`src/fpec_pkg.sv`:
```
// package: register layout, codes and timing for the flash program/erase control
package fpec_pkg;
    // ---------------------------------------------------------------
    // register offsets (word index on the plain port)
    // ---------------------------------------------------------------
    localparam logic [3:0] OFS_CTRL     = 4'h0;  // flash_operation_control
    localparam logic [3:0] OFS_STATUS   = 4'h1;  // sticky event status, read only
    localparam logic [3:0] OFS_IRQ_EN   = 4'h2;  // event enable
    localparam logic [3:0] OFS_IRQ_CLR  = 4'h3;  // event clear, write only
    localparam logic [3:0] OFS_ADDR     = 4'h4;  // target program address, low 16 bits
    localparam logic [3:0] OFS_ADDR_HI  = 4'h5;  // target program address, bits 23:16
    localparam logic [3:0] OFS_DATA_LO  = 4'h6;  // lower word of program data
    localparam logic [3:0] OFS_DATA_HI  = 4'h7;  // upper word (low byte used)

    // ---------------------------------------------------------------
    // control register fields
    // ---------------------------------------------------------------
    localparam int CTRL_START   = 15;
    localparam int CTRL_ARM     = 14;
    localparam int CTRL_FAULT   = 13;
    localparam int CTRL_ERASE   = 6;
    localparam int CTRL_OP_LSB  = 0;
    localparam int CTRL_OP_W    = 4;
    localparam logic [15:0] CTRL_RESET = 16'h0000;

    // ---------------------------------------------------------------
    // operation codes
    // ---------------------------------------------------------------
    localparam logic [3:0] OP_ERASE_GENERAL = 4'hd;
    localparam logic [3:0] OP_PROGRAM_WORD  = 4'h3;

    // ---------------------------------------------------------------
    // status / interrupt event bits
    // ---------------------------------------------------------------
    localparam int EV_DONE   = 0;
    localparam int EV_FAULT  = 1;
    localparam int EV_W      = 2;

    // ---------------------------------------------------------------
    // memory map
    // ---------------------------------------------------------------
    localparam int ADDR_W                 = 24;
    localparam logic [23:0] VEC_END       = 24'h000200;
    localparam logic [23:0] RESET_JUMP    = 24'h000000;
    localparam logic [23:0] START_OF_CODE = 24'h000002;
    localparam int PM_WORD_W              = 24;
    localparam logic [23:0] ADDR_STEP     = 24'h000002;

    // ---------------------------------------------------------------
    // timing
    // ---------------------------------------------------------------
    localparam int CLK_MHZ           = 100;
    localparam int PROG_TIME_US      = 20;
    localparam int ERASE_TIME_US     = 20;
    localparam int PROG_CYCLES       = PROG_TIME_US * CLK_MHZ;
    localparam int ERASE_CYCLES      = ERASE_TIME_US * CLK_MHZ;

    // ---------------------------------------------------------------
    // sequencer states
    // ---------------------------------------------------------------
    typedef enum logic [1:0] {
        ST_IDLE  = 2'b00,
        ST_BUSY  = 2'b01,
        ST_DONE  = 2'b10
    } fpec_state_e;
endpackage : fpec_pkg

```
`src/fpec_ctrl.sv`:
```
// flash program/erase sequencer with control register and event interrupt
//
// Summary of operation
// - setting start launches a self-timed operation; hardware clears start on completion
// - software may set start but writing zero to it does nothing
// - operations run only while the arm bit is one
// - erase with code 1101 erases general segment; other erase codes do nothing
// - program with code 0011 programs one word; other program codes do nothing
// - control bits return to zero only on power-on reset
// - each location is 24 bits: lower word even, upper word odd, top byte absent
// - addresses align to lower word and step by two per location
// - addresses below 0x000200 hold fixed vectors, reset jump and start-of-code
//
// The strobed register port and the register offsets are this design's own decisions.
`timescale 1ns/100ps
`default_nettype none
module fpec_ctrl #(
    parameter int PROG_CYC  = fpec_pkg::PROG_CYCLES,   // program duration in cycles
    parameter int ERASE_CYC = fpec_pkg::ERASE_CYCLES,  // erase duration in cycles
    parameter int CNT_W     = 16                       // timer width
) (
    input  wire logic        clk,          // system clock, 100 MHz
    input  wire logic        rst_b,        // power-on reset, active low
    input  wire logic        sys_rst_b,    // other reset sources, active low, async pin
    input  wire logic [3:0]  reg_addr,     // register index
    input  wire logic [15:0] reg_wdata,    // write data
    input  wire logic        reg_wr,       // write strobe
    input  wire logic        reg_rd,       // read strobe
    output var  logic [15:0] reg_rdata,    // read data, cycle after strobe
    output var  logic        irq,          // level interrupt
    output var  logic        flash_prog,   // program pulse to array macro
    output var  logic        flash_erase,  // general segment erase to array macro
    output var  logic        flash_busy,   // operation in progress
    output var  logic [23:0] flash_addr,   // aligned target address
    output var  logic [23:0] flash_wdata   // 24-bit word to program
);
    // refuse durations that the timer width cannot count
    if (PROG_CYC < 1 || PROG_CYC >= (1 << CNT_W)) begin : g_bad_prog
        $error("fpec_ctrl: bad PROG_CYC");
    end
    if (ERASE_CYC < 1 || ERASE_CYC >= (1 << CNT_W)) begin : g_bad_erase
        $error("fpec_ctrl: bad ERASE_CYC");
    end

    // ---------------------------------------------------------------
    // state
    // ---------------------------------------------------------------
    logic                      start_q, start_d;
    logic                      arm_q, arm_d;
    logic                      fault_q, fault_d;
    logic                      erase_sel_q, erase_sel_d;
    logic [3:0]                op_q, op_d;
    logic [23:0]               addr_q, addr_d;
    logic [15:0]               data_lo_q, data_lo_d;
    logic [7:0]                data_hi_q, data_hi_d;
    logic [fpec_pkg::EV_W-1:0] stat_q, stat_d;
    logic [fpec_pkg::EV_W-1:0] en_q, en_d;
    fpec_pkg::fpec_state_e     st_q, st_d;
    logic                      prog_q, prog_d;
    logic                      erase_q, erase_d;
    logic [15:0]               rdata_q, rdata_d;
    logic                      irq_q, irq_d;
    logic                      srst_m_q, srst_q;

    logic             wr_ctrl;
    logic             op_valid;
    logic             launch;
    logic             t_load;
    logic [CNT_W-1:0] t_len;
    logic             t_exp;
    logic             abort;
    logic [fpec_pkg::EV_W-1:0] ev;
    logic [15:0]      ctrl_view;

    // ---------------------------------------------------------------
    // non-power-on reset synchroniser; used only to abort an operation
    // ---------------------------------------------------------------
    always_ff @(posedge clk or negedge rst_b) begin
        if (!rst_b) begin
            srst_m_q    <= 1'b1;
            srst_q      <= 1'b1;
        end else begin
            srst_m_q    <= sys_rst_b;
            srst_q      <= srst_m_q;
        end
    end

    // ---------------------------------------------------------------
    // decode of a start request
    // ---------------------------------------------------------------
    always_comb begin
        wr_ctrl = reg_wr && (reg_addr == fpec_pkg::OFS_CTRL);
        // erase general segment or program one word; all else is no-op
        op_valid = reg_wdata[fpec_pkg::CTRL_ERASE]
                 ? (reg_wdata[3:0] == fpec_pkg::OP_ERASE_GENERAL)
                 : (reg_wdata[3:0] == fpec_pkg::OP_PROGRAM_WORD);
        // armed, valid and idle, else refused
        launch = wr_ctrl && reg_wdata[fpec_pkg::CTRL_START] && !start_q
               && reg_wdata[fpec_pkg::CTRL_ARM] && op_valid;
        // other resets only cut a running op, never clear control bits
        abort  = (st_q == fpec_pkg::ST_BUSY) && !srst_q;
        t_load = launch;
        t_len  = reg_wdata[fpec_pkg::CTRL_ERASE] ? CNT_W'(ERASE_CYC) : CNT_W'(PROG_CYC);
    end

    fpec_timer #(
        .CNT_W   (CNT_W)
    ) u_timer (
        .clk     (clk),
        .rst_b   (rst_b),
        .load    (t_load),
        .length  (t_len),
        .expired (t_exp)
    );

    // ---------------------------------------------------------------
    // sequencer and control register next values
    // ---------------------------------------------------------------
    always_comb begin
        start_d     = start_q;
        arm_d       = arm_q;
        fault_d     = fault_q;
        erase_sel_d = erase_sel_q;
        op_d        = op_q;
        st_d        = st_q;
        prog_d      = 1'b0;
        erase_d     = 1'b0;
        ev          = '0;
        if (wr_ctrl && !start_q) begin
            arm_d       = reg_wdata[fpec_pkg::CTRL_ARM];
            erase_sel_d = reg_wdata[fpec_pkg::CTRL_ERASE];
            op_d        = reg_wdata[fpec_pkg::CTRL_OP_LSB +: fpec_pkg::CTRL_OP_W];
            if (reg_wdata[fpec_pkg::CTRL_START]) begin
                if (launch) begin
                    start_d = 1'b1;   // software can only set it
                    fault_d = 1'b0;
                end else begin
                    fault_d = 1'b1;   // refused attempt
                    ev[fpec_pkg::EV_FAULT] = 1'b1;
                end
            end else begin
                fault_d = reg_wdata[fpec_pkg::CTRL_FAULT] & fault_q;
            end
        end else if (wr_ctrl && start_q) begin
            arm_d = reg_wdata[fpec_pkg::CTRL_ARM];  // start ignores written zero
        end
        case (st_q)
            fpec_pkg::ST_IDLE: begin
                if (launch) begin
                    st_d    = fpec_pkg::ST_BUSY;
                    prog_d  = !reg_wdata[fpec_pkg::CTRL_ERASE];
                    erase_d = reg_wdata[fpec_pkg::CTRL_ERASE];
                end
            end
            fpec_pkg::ST_BUSY: begin
                prog_d  = !erase_sel_q;
                erase_d = erase_sel_q;
                if (abort || !arm_d) begin
                    st_d    = fpec_pkg::ST_IDLE;   // terminated
                    start_d = 1'b0;
                    fault_d = 1'b1;
                    prog_d  = 1'b0;
                    erase_d = 1'b0;
                    ev[fpec_pkg::EV_FAULT] = 1'b1;
                end else if (t_exp) begin
                    st_d    = fpec_pkg::ST_DONE;
                    prog_d  = 1'b0;
                    erase_d = 1'b0;
                end
            end
            fpec_pkg::ST_DONE: begin
                st_d    = fpec_pkg::ST_IDLE;
                start_d = 1'b0;           // hardware completion clears start
                fault_d = 1'b0;           // normal completion
                ev[fpec_pkg::EV_DONE] = 1'b1;
            end
            default: st_d = fpec_pkg::ST_IDLE;
        endcase
    end

    // ---------------------------------------------------------------
    // address, data and interrupt registers
    // ---------------------------------------------------------------
    always_comb begin
        addr_d    = addr_q;
        data_lo_d = data_lo_q;
        data_hi_d = data_hi_q;
        en_d      = en_q;
        stat_d    = stat_q;
        if (reg_wr && !start_q) begin
            case (reg_addr)
                fpec_pkg::OFS_ADDR:    addr_d[15:0]  = {reg_wdata[15:1], 1'b0};
                fpec_pkg::OFS_ADDR_HI: addr_d[23:16] = reg_wdata[7:0];
                fpec_pkg::OFS_DATA_LO: data_lo_d     = reg_wdata;
                fpec_pkg::OFS_DATA_HI: data_hi_d     = reg_wdata[7:0];
                default: ;
            endcase
        end
        if (reg_wr && reg_addr == fpec_pkg::OFS_IRQ_EN) begin
            en_d = reg_wdata[fpec_pkg::EV_W-1:0];
        end
        if (reg_wr && reg_addr == fpec_pkg::OFS_IRQ_CLR) begin
            stat_d = stat_q & ~reg_wdata[fpec_pkg::EV_W-1:0];
        end
        stat_d = stat_d | ev;             // set wins over clear
        irq_d  = |(stat_d & en_d);
    end

    // ---------------------------------------------------------------
    // read mux
    // ---------------------------------------------------------------
    always_comb begin
        ctrl_view = fpec_pkg::CTRL_RESET;
        ctrl_view[fpec_pkg::CTRL_START] = start_q;
        ctrl_view[fpec_pkg::CTRL_ARM]   = arm_q;
        ctrl_view[fpec_pkg::CTRL_FAULT] = fault_q;
        ctrl_view[fpec_pkg::CTRL_ERASE] = erase_sel_q;
        ctrl_view[fpec_pkg::CTRL_OP_LSB +: fpec_pkg::CTRL_OP_W] = op_q;
        rdata_d = 16'h0000;
        if (reg_rd) begin
            case (reg_addr)
                fpec_pkg::OFS_CTRL:    rdata_d = ctrl_view;
                fpec_pkg::OFS_STATUS:  rdata_d = {14'h0000, stat_q};
                fpec_pkg::OFS_IRQ_EN:  rdata_d = {14'h0000, en_q};
                fpec_pkg::OFS_ADDR:    rdata_d = addr_q[15:0];
                fpec_pkg::OFS_ADDR_HI: rdata_d = {8'h00, addr_q[23:16]};
                fpec_pkg::OFS_DATA_LO: rdata_d = data_lo_q;
                fpec_pkg::OFS_DATA_HI: rdata_d = {8'h00, data_hi_q};  // top byte absent
                default:               rdata_d = 16'h0000;
            endcase
        end
    end

    // ---------------------------------------------------------------
    // registers; only power-on reset clears control bits
    // ---------------------------------------------------------------
    always_ff @(posedge clk or negedge rst_b) begin
        if (!rst_b) begin
            start_q     <= 1'b0;
            arm_q       <= 1'b0;
            fault_q     <= 1'b0;
            erase_sel_q <= 1'b0;
            op_q        <= 4'h0;
            st_q        <= fpec_pkg::ST_IDLE;
            prog_q      <= 1'b0;
            erase_q     <= 1'b0;
            addr_q      <= fpec_pkg::START_OF_CODE;  // start-of-code vector
            data_lo_q   <= 16'h0000;
            data_hi_q   <= 8'h00;
            stat_q      <= '0;
            en_q        <= '0;
            rdata_q     <= 16'h0000;
            irq_q       <= 1'b0;
        end else begin
            start_q     <= start_d;
            arm_q       <= arm_d;
            fault_q     <= fault_d;
            erase_sel_q <= erase_sel_d;
            op_q        <= op_d;
            st_q        <= st_d;
            prog_q      <= prog_d;
            erase_q     <= erase_d;
            addr_q      <= addr_d;
            data_lo_q   <= data_lo_d;
            data_hi_q   <= data_hi_d;
            stat_q      <= stat_d;
            en_q        <= en_d;
            rdata_q     <= rdata_d;
            irq_q       <= irq_d;
        end
    end

    // outputs straight from registers
    assign reg_rdata   = rdata_q;
    assign irq         = irq_q;
    assign flash_prog  = prog_q;
    assign flash_erase = erase_q;
    assign flash_busy  = start_q;
    assign flash_addr  = addr_q;
    assign flash_wdata = {data_hi_q, data_lo_q};
endmodule : fpec_ctrl
`default_nettype wire

```
`src/fpec_timer.sv`:
```
// self-timed operation counter
`timescale 1ns/100ps
`default_nettype none
module fpec_timer #(
    parameter int CNT_W = 16
) (
    input  wire logic             clk,      // system clock
    input  wire logic             rst_b,    // power-on reset, active low
    input  wire logic             load,     // start a new timed interval
    input  wire logic [CNT_W-1:0] length,   // interval length in cycles
    output var  logic             expired   // one-cycle pulse at end of interval
);
    logic [CNT_W-1:0] cnt_q;
    logic [CNT_W-1:0] cnt_d;
    logic             run_q;
    logic             run_d;
    logic             exp_q;
    logic             exp_d;

    // refuse a counter too narrow to count down
    if (CNT_W < 2) begin : g_bad_width
        $error("fpec_timer: CNT_W too small");
    end

    // ---------------------------------------------------------------
    // countdown
    // ---------------------------------------------------------------
    always_comb begin
        cnt_d = cnt_q;
        run_d = run_q;
        exp_d = 1'b0;
        if (load) begin
            cnt_d = length;
            run_d = 1'b1;
        end else if (run_q) begin
            if (cnt_q <= CNT_W'(1)) begin
                run_d = 1'b0;
                exp_d = 1'b1;
            end else begin
                cnt_d = cnt_q - CNT_W'(1);
            end
        end
    end

    always_ff @(posedge clk or negedge rst_b) begin
        if (!rst_b) begin
            cnt_q <= '0;
            run_q <= 1'b0;
            exp_q <= 1'b0;
        end else begin
            cnt_q <= cnt_d;
            run_q <= run_d;
            exp_q <= exp_d;
        end
    end

    assign expired = exp_q;
endmodule : fpec_timer
`default_nettype wire

```
`config.mk`:
```
export PLATFORM = sky130hd
export DESIGN_NAME = fpec_ctrl
export DESIGN_NICKNAME = d
export VERILOG_FILES = /design/src/fpec_pkg.sv /design/src/fpec_ctrl.sv /design/src/fpec_timer.sv
export SDC_FILE = /design/constraint.sdc
export NUM_CORES = 1
export LEC_CHECK = 0
export ABC_AREA = 1
export BUFFER_PORTS_ARGS = -buffer_cell sky130_fd_sc_hd__clkbuf_2
export CORE_UTILIZATION = 30
export DETAILED_ROUTE_END_ITERATION = 10
export PLACE_DENSITY = 0.5
export SYNTH_ARGS = -nofsm -noshare
export SYNTH_HDL_FRONTEND = slang
export SYNTH_SLANG_ARGS = --single-unit
```
`constraint.sdc`:
```
create_clock -name clk -period 3.6 [get_ports clk]
set_input_delay 0.72 -clock clk [delete_from_list [all_inputs] [get_ports clk]]
set_output_delay 0.72 -clock clk [all_outputs]
set_load 0.05 [all_outputs]
```
Word level (Yosys, flattened, before mapping)
Cells that the tools add are included.
W data, S select, Z words.
{"block": "word_totals", "reg_bits": 100, "latch_bits": 0, "mem_bits_rw": 0, "rom_bits": 0, "out_inout_bits": 68, "mem_count": 0}
{"block": "classes", "add_sub_neg": 1, "mul": 0, "div_mod_pow": 0, "magnitude_cmp": 1, "eq_ne": 14, "shift": 0, "mux": 43, "bitwise": 5, "reduce_logical": 27}
{"cell": "$pmux W16 S7", "count": 1}
{"cell": "$mux W16", "count": 4}
{"cell": "$mux W1", "count": 28}
{"cell": "$eq A4 B3 Y1 const B", "count": 4}
{"cell": "$le A16 B1 Y1 const B", "count": 1}
{"cell": "$sub A16 B1 Y16 const B", "count": 1}
{"cell": "$eq A4 B2 Y1 const B", "count": 3}
{"cell": "$reduce_and A2 Y1", "count": 6}
{"cell": "$logic_and A1 B1 Y1", "count": 11}
{"cell": "$mux W2", "count": 5}
{"cell": "$pmux W1 S2", "count": 4}
{"cell": "$logic_not A1 Y1", "count": 5}
{"cell": "$and A2 B2 Y2", "count": 2}
{"cell": "$eq A4 B1 Y1 const B", "count": 1}
{"cell": "$eq A4 B4 Y1 const B", "count": 1}
{"cell": "$logic_not A4 Y1", "count": 1}
{"cell": "$ne A2 B2 Y1 const B", "count": 2}
{"cell": "$pmux W2 S2", "count": 1}
{"cell": "$ne A3 B1 Y1 const B", "count": 1}
{"cell": "$eq A2 B1 Y1 const B", "count": 1}
{"cell": "$eq A2 B2 Y1 const B", "count": 1}
{"cell": "$logic_not A2 Y1", "count": 1}
{"cell": "$not A2 Y2", "count": 1}
{"cell": "$or A2 B2 Y2", "count": 1}
{"cell": "4 further kinds", "count": 4}

Logic depth before layout (Yosys ltp)
{"block": "depth", "word_depth": 14, "mapped_depth": 10}

Hierarchy
Synthesis repeated with hierarchy kept, for this count alone.
{"block": "hier_totals", "hier_cells": 624, "area_unflattened_um2": 5046.1}
{"mod": "fpec_ctrl", "n_inst": 1, "cells_each": 417, "area_per_inst_um2": 3723.6}
{"mod": "fpec_timer", "n_inst": 1, "cells_each": 207, "area_per_inst_um2": 1322.5}

Worst setup path after synthesis
No wires, ideal clock.
{"block": "synth_path", "kind": "input to register", "from": "input port reg_wdata[1]", "to": "register start_q, in the netlist flash_busy", "setup_time_ps": 80, "t_arrival_ps": 1591, "required_ps": 3520, "slack_ps": 1929, "cell_stages": 7, "path_cell_list": "inv_1 > nand3_1 > nand2_1 > nand3_1 > nor2_1 > nor2_1 > nor3b_2"}
{"block": "synth_via", "elab_chain_len": 8, "elab_cells_between_ends": 9}
{"item": "start: declaration", "line": "fpec_ctrl.sv:26", "text": "input wire logic [15:0] reg_wdata,"}
{"item": "$eq A4 B2 Y1 / $eq A4 B4 Y1 (equally long branches)", "line": "fpec_ctrl.sv:96, fpec_ctrl.sv:95"}
{"item": "$mux W1 (*)", "line": "fpec_ctrl.sv:95", "text": "? (reg_wdata[3:0] == fpec_pkg::OP_ERASE_GENERAL)"}
{"item": "$logic_and A1 B1 Y1 (*)", "line": "fpec_ctrl.sv:99", "text": "&& reg_wdata[fpec_pkg::CTRL_ARM] && op_valid;"}
{"item": "$mux W1 (*)", "line": "fpec_ctrl.sv:134", "text": "if (launch) begin"}
{"item": "$mux W1 (*)", "line": "fpec_ctrl.sv:133", "text": "if (reg_wdata[fpec_pkg::CTRL_START]) begin"}
{"item": "$mux W1 (*)", "line": "fpec_ctrl.sv:129", "text": "if (wr_ctrl && !start_q) begin"}
{"item": "$mux W1", "line": "fpec_ctrl.sv:158", "text": "if (abort || !arm_d) begin"}
{"item": "$pmux W1 S2 (*)", "line": "fpec_ctrl.sv:147", "text": "case (st_q)"}
{"item": "named net start_d", "line": "fpec_ctrl.sv:48", "text": "logic start_q, start_d;"}
{"item": "end signal: assignment", "line": "fpec_ctrl.sv:255", "text": "start_q <= start_d;"}
{"item": "end: declaration", "line": "fpec_ctrl.sv:48"}
Mark *: on every way through the listed nets, which the timed path passes. The rest lies on a longest branch.
A chain may end at the register's enable or synchronous reset.

Final worst setup path
{"block": "layout_path", "from": "input port reg_addr[1]", "to": "register addr_q[12], in the netlist flash_addr[12]"}
{"block": "layout_via", "elab_chain_len": 2}
{"item": "start: declaration", "line": "fpec_ctrl.sv:25", "text": "input wire logic [3:0] reg_addr,"}
{"item": "$eq A4 B3 Y1", "line": "fpec_ctrl.sv:191", "text": "case (reg_addr)"}
{"item": "$reduce_and A2 Y1 (no source line)"}
{"item": "end signal: assignment", "line": "fpec_ctrl.sv:247", "text": "addr_q <= fpec_pkg::START_OF_CODE;"}
{"item": "end signal: assignment", "line": "fpec_ctrl.sv:263", "text": "addr_q <= addr_d;"}
{"item": "end: declaration", "line": "fpec_ctrl.sv:53", "text": "logic [23:0] addr_q, addr_d;"}
No other way between the ends.

==> flow_summary_export.csv <==
group,metric,value,unit
status,run_status,"finished clean",
synthesis,ys_seq_area_frac,0.5219,
synthesis,yosysMostFrequentCell,"nand2_1",
die,core_area,0.01543,sq mm
grt,track_usage,0.1634,
grt,grt_pass1_wl,20.75,mm
grt,grt-ovfl-total,0,
synthesis,ys_warn_count,0,
pwr,powerDensity,603.5,mW/mm^2
synthesis,syn_avg_cell_area,8.195,sq um
worst_hold_path,hold_depth,0,
critical_path,crit_type,"in -> reg",
final_layout,seqCellArea,0.002506,sq mm
routing,post_drt_wl_per_cell,14.44,microns
critical_path,crit_path_cell_trace,"clkbuf_2 > nor2_2 > nand2_1 > inv_2 > nand2_1 > o21ai_0",
synthesis,synth_edf_count,0,
synthesis,syn_nets,616,
critical_path,cpMostUsedCell,"nand2_1",
routing,drc_errors,0,
timing,fin_skew,8.285,ps
final_layout,drive_above_1_share,0.2038,
synthesis,yosys-top-cells-area,"dfrtp_1 (51%), nand2_1 (15%), o21ai_0 (5.3%)",
critical_path,cp-start-kind,"input pin",
clock_tree,root_buffer,"clkbuf_16",
timing,hold_viol,0,
timing,finalSetupViolations,0,
timing,fin_tns_setup,0,ps
routing,ant_nets,0,
final_layout,fill_cells,1629,
timing,fmax,0.4547,GHz
critical_path,arrival,2440,ps
routing,drt_iter0_markers,276,
critical_path,crit_start,"reg_addr[1]",
routing,avgViaCountPerCell,4.658,
placement,dpl.hpwl,9.228,mm
final_layout,antenna_cells,0,
synthesis,yosysTopAreaCellShare,0.5055,
critical_path,worstRegToRegCells,9,
clock_tree,numCtsBuffers,9,
grt,grt_pass1_vias,3922,
die,die_w,128.5,microns
timing,rsz0062_at_grt,"no",
clock_tree,clock_latency,350,ps
clock_tree,htreeDepth,3,
timing,tightest_slew,1049,ps
clock_tree,post_cts_buffers,0,
routing,dr_total_vias,4136,
synthesis,synth.distinct_cells,36,
grt,grt_start_max_net_pins,85,
clock_tree,cts.path.max_buffers,2,
critical_path,r2r-start,"u_timer.cnt_q[0]$_DFFE_PN0P_",
critical_path,rr_endpoint,"u_timer.cnt_q[10]$_DFFE_PN0P_",
critical_path,cpMaxStageDelayCell,"nand2_1",
die,die_area,0.01652,sq mm
critical_path,end_kind,"flop",
synthesis,synth_common_cells,"nand2_1 (197), dfrtp_1 (97), o21ai_0 (51)",
die,num_rows,45,
clock_tree,clk_pin_slew,70,ps
critical_path,endpoint,"flash_addr[12]$_DFFE_PN0P_",
pwr,p_leak,2.929,nW
synthesis,netlist_area,0.004802,sq mm
critical_path,worstPathRequired,3840,ps
final_layout,finalNetCount,702,
critical_path,cp_max_fo,30,
placement,placedCellCount,872,
final_layout,utilization,0.3709,
critical_path,r2r_slack,1820,ps
timing,slew_headroom,0.3006,
die,dieHeight,128.5,microns
clock_tree,cts_tree,"done",
final_layout,syn2layout_area_growth,19.15,%
synthesis,yosysTopAreaCell,"dfrtp_1",
timing,min_period,2199,ps
synthesis,synthCells,586,
clock_tree,cts_num_sinks,100,
die,floorplan.initialDensity,0.3113,
pwr,vdd_ir_drop_max,0.2357,mV
clock_tree,hold_buffers,0,
routing,dr.pass1.iters,5,
critical_path,critPathMaxStageDelay,560,ps
clock_tree,cts_resized,0,
timing,finalMaxSlewViolations,0,
routing,wl,12.83,mm
grt,antenna_found_initial,0,
final_layout,multi_input_area,0.001983,sq mm
placement,gp_congestion,0.8480,
placement,place_area,0.005421,sq mm
final_layout,instances_no_fill,888,
placement,port_buffers,91,
worst_hold_path,hold_class,"reg -> reg",
run,maxCapViolCount,0,
die,io_pins,93,
final_layout,design_area,0.005722,sq mm
synthesis,ys_seq_elements,100,
synthesis,ys.flop_type,"dfrtp_1",
timing,fin_crit_sh,0.6109,
synthesis,ys_async_sr_fraction,1.000,
-- logic make-up (layout without fill, tap and decap cells) --
logic type,after synthesis,count (layout),synth area share
DFF,100,100,0.5219
other,1,1,0.0007809
and+or+nand+nor,325,325,0.3030
xor gates and xnor gates,5,5,0.009121
buffers and inverters,71,162,0.06513
adders and majority gates,5,5,0.01303
AOI/OAI and AO/OA,79,79,0.08702
-- stage by stage --
step | power [mW] | hold slack [ps] | setup WS [ps]
floorplan | 2.190 | 345.2 | 1929
global placement | 2.463 | 346.0 | 1174
detailed placement | 2.480 | 346.9 | 1062
CTS | 3.496 | 356.9 | 1401
global route | 3.648 | 362.5 | 1127
finish | 3.453 | 355.5 | 1401
-- state kept, by name (all words and copies together) (netlist names), 2 cells and up --
name,cells
en_q,2
stat_q,2
op_q,4
data_lo_q,16
u_timer.cnt_q,16
st_q,2
flash_addr,23
reg_rdata,16
data_hi_q,8
-- layout by cell type, fill, tap and decap left out, drive strengths merged --
master    count
buf           2
dfrtp        97
nand4         7
a21oi        14
inv          57
clkinv        1
nor3          5
xor2          2
o21ai        60
clkbuf      100
or2           2
nand2       204
a41oi         3
nor3b         1
xnor2         3
ha            5
dfstp         3
o2bb2ai       1
nand3        49
nand3b        7
conb          1
clkinvlp      1
a22o          1
nor2         50
bufinv        1
-- metal layers --
| layer | vias up | track usage | share of wire |
|---|---|---|---|
| met3 | 12 | 0.03119 | 0.053 |
| met2 | 118 | 0.2502 | 0.44 |
| met4 | 0 | 0.05606 | 0.012 |
| li1 | 2043 | - | - |
| met5 | - | 0 | 0 |
| met1 | 1963 | 0.2307 | 0.50 |
-- worst max-delay path: cells and delay by family --
| kind | cells | cell delay, ps |
|---|---|---|
| AOI/OAI and AO/OA | 1 | 390 |
| buffers and inverters | 2 | 400 |
| and+or+nand+nor | 3 | 920 |
-- how the worst min path moves through the flow --
stage                        to  slack [ps]          startpoint
3_5_place_dp   srst_q$_DFF_PN1_         350  srst_m_q$_DFF_PN1_
5_1_grt        srst_q$_DFF_PN1_         360  srst_m_q$_DFF_PN1_
2_1_floorplan  srst_q$_DFF_PN1_         350  srst_m_q$_DFF_PN1_
3_3_place_gp   srst_q$_DFF_PN1_         350  srst_m_q$_DFF_PN1_
4_1_cts        srst_q$_DFF_PN1_         360  srst_m_q$_DFF_PN1_
6_report       srst_q$_DFF_PN1_         360  srst_m_q$_DFF_PN1_
-- where the power goes --
group	leakage (nW)	internal, mW	switching, mW	total (mW)
clock	0.145	0.549	0.451	0.999
combinational	1.52	0.229	0.730	0.959
sequential	1.26	1.32	0.176	1.50
-- layout make-up --
cell class,count,area share
tap,211,0.04614
clock inverter,6,0.01246
multi-input combinational,415,0.3466
sequential,100,0.4380
clock buffer,10,0.04002
timing repair buffer,92,0.08135
inverter,54,0.03543
Power figures use the tool's default switching activity.
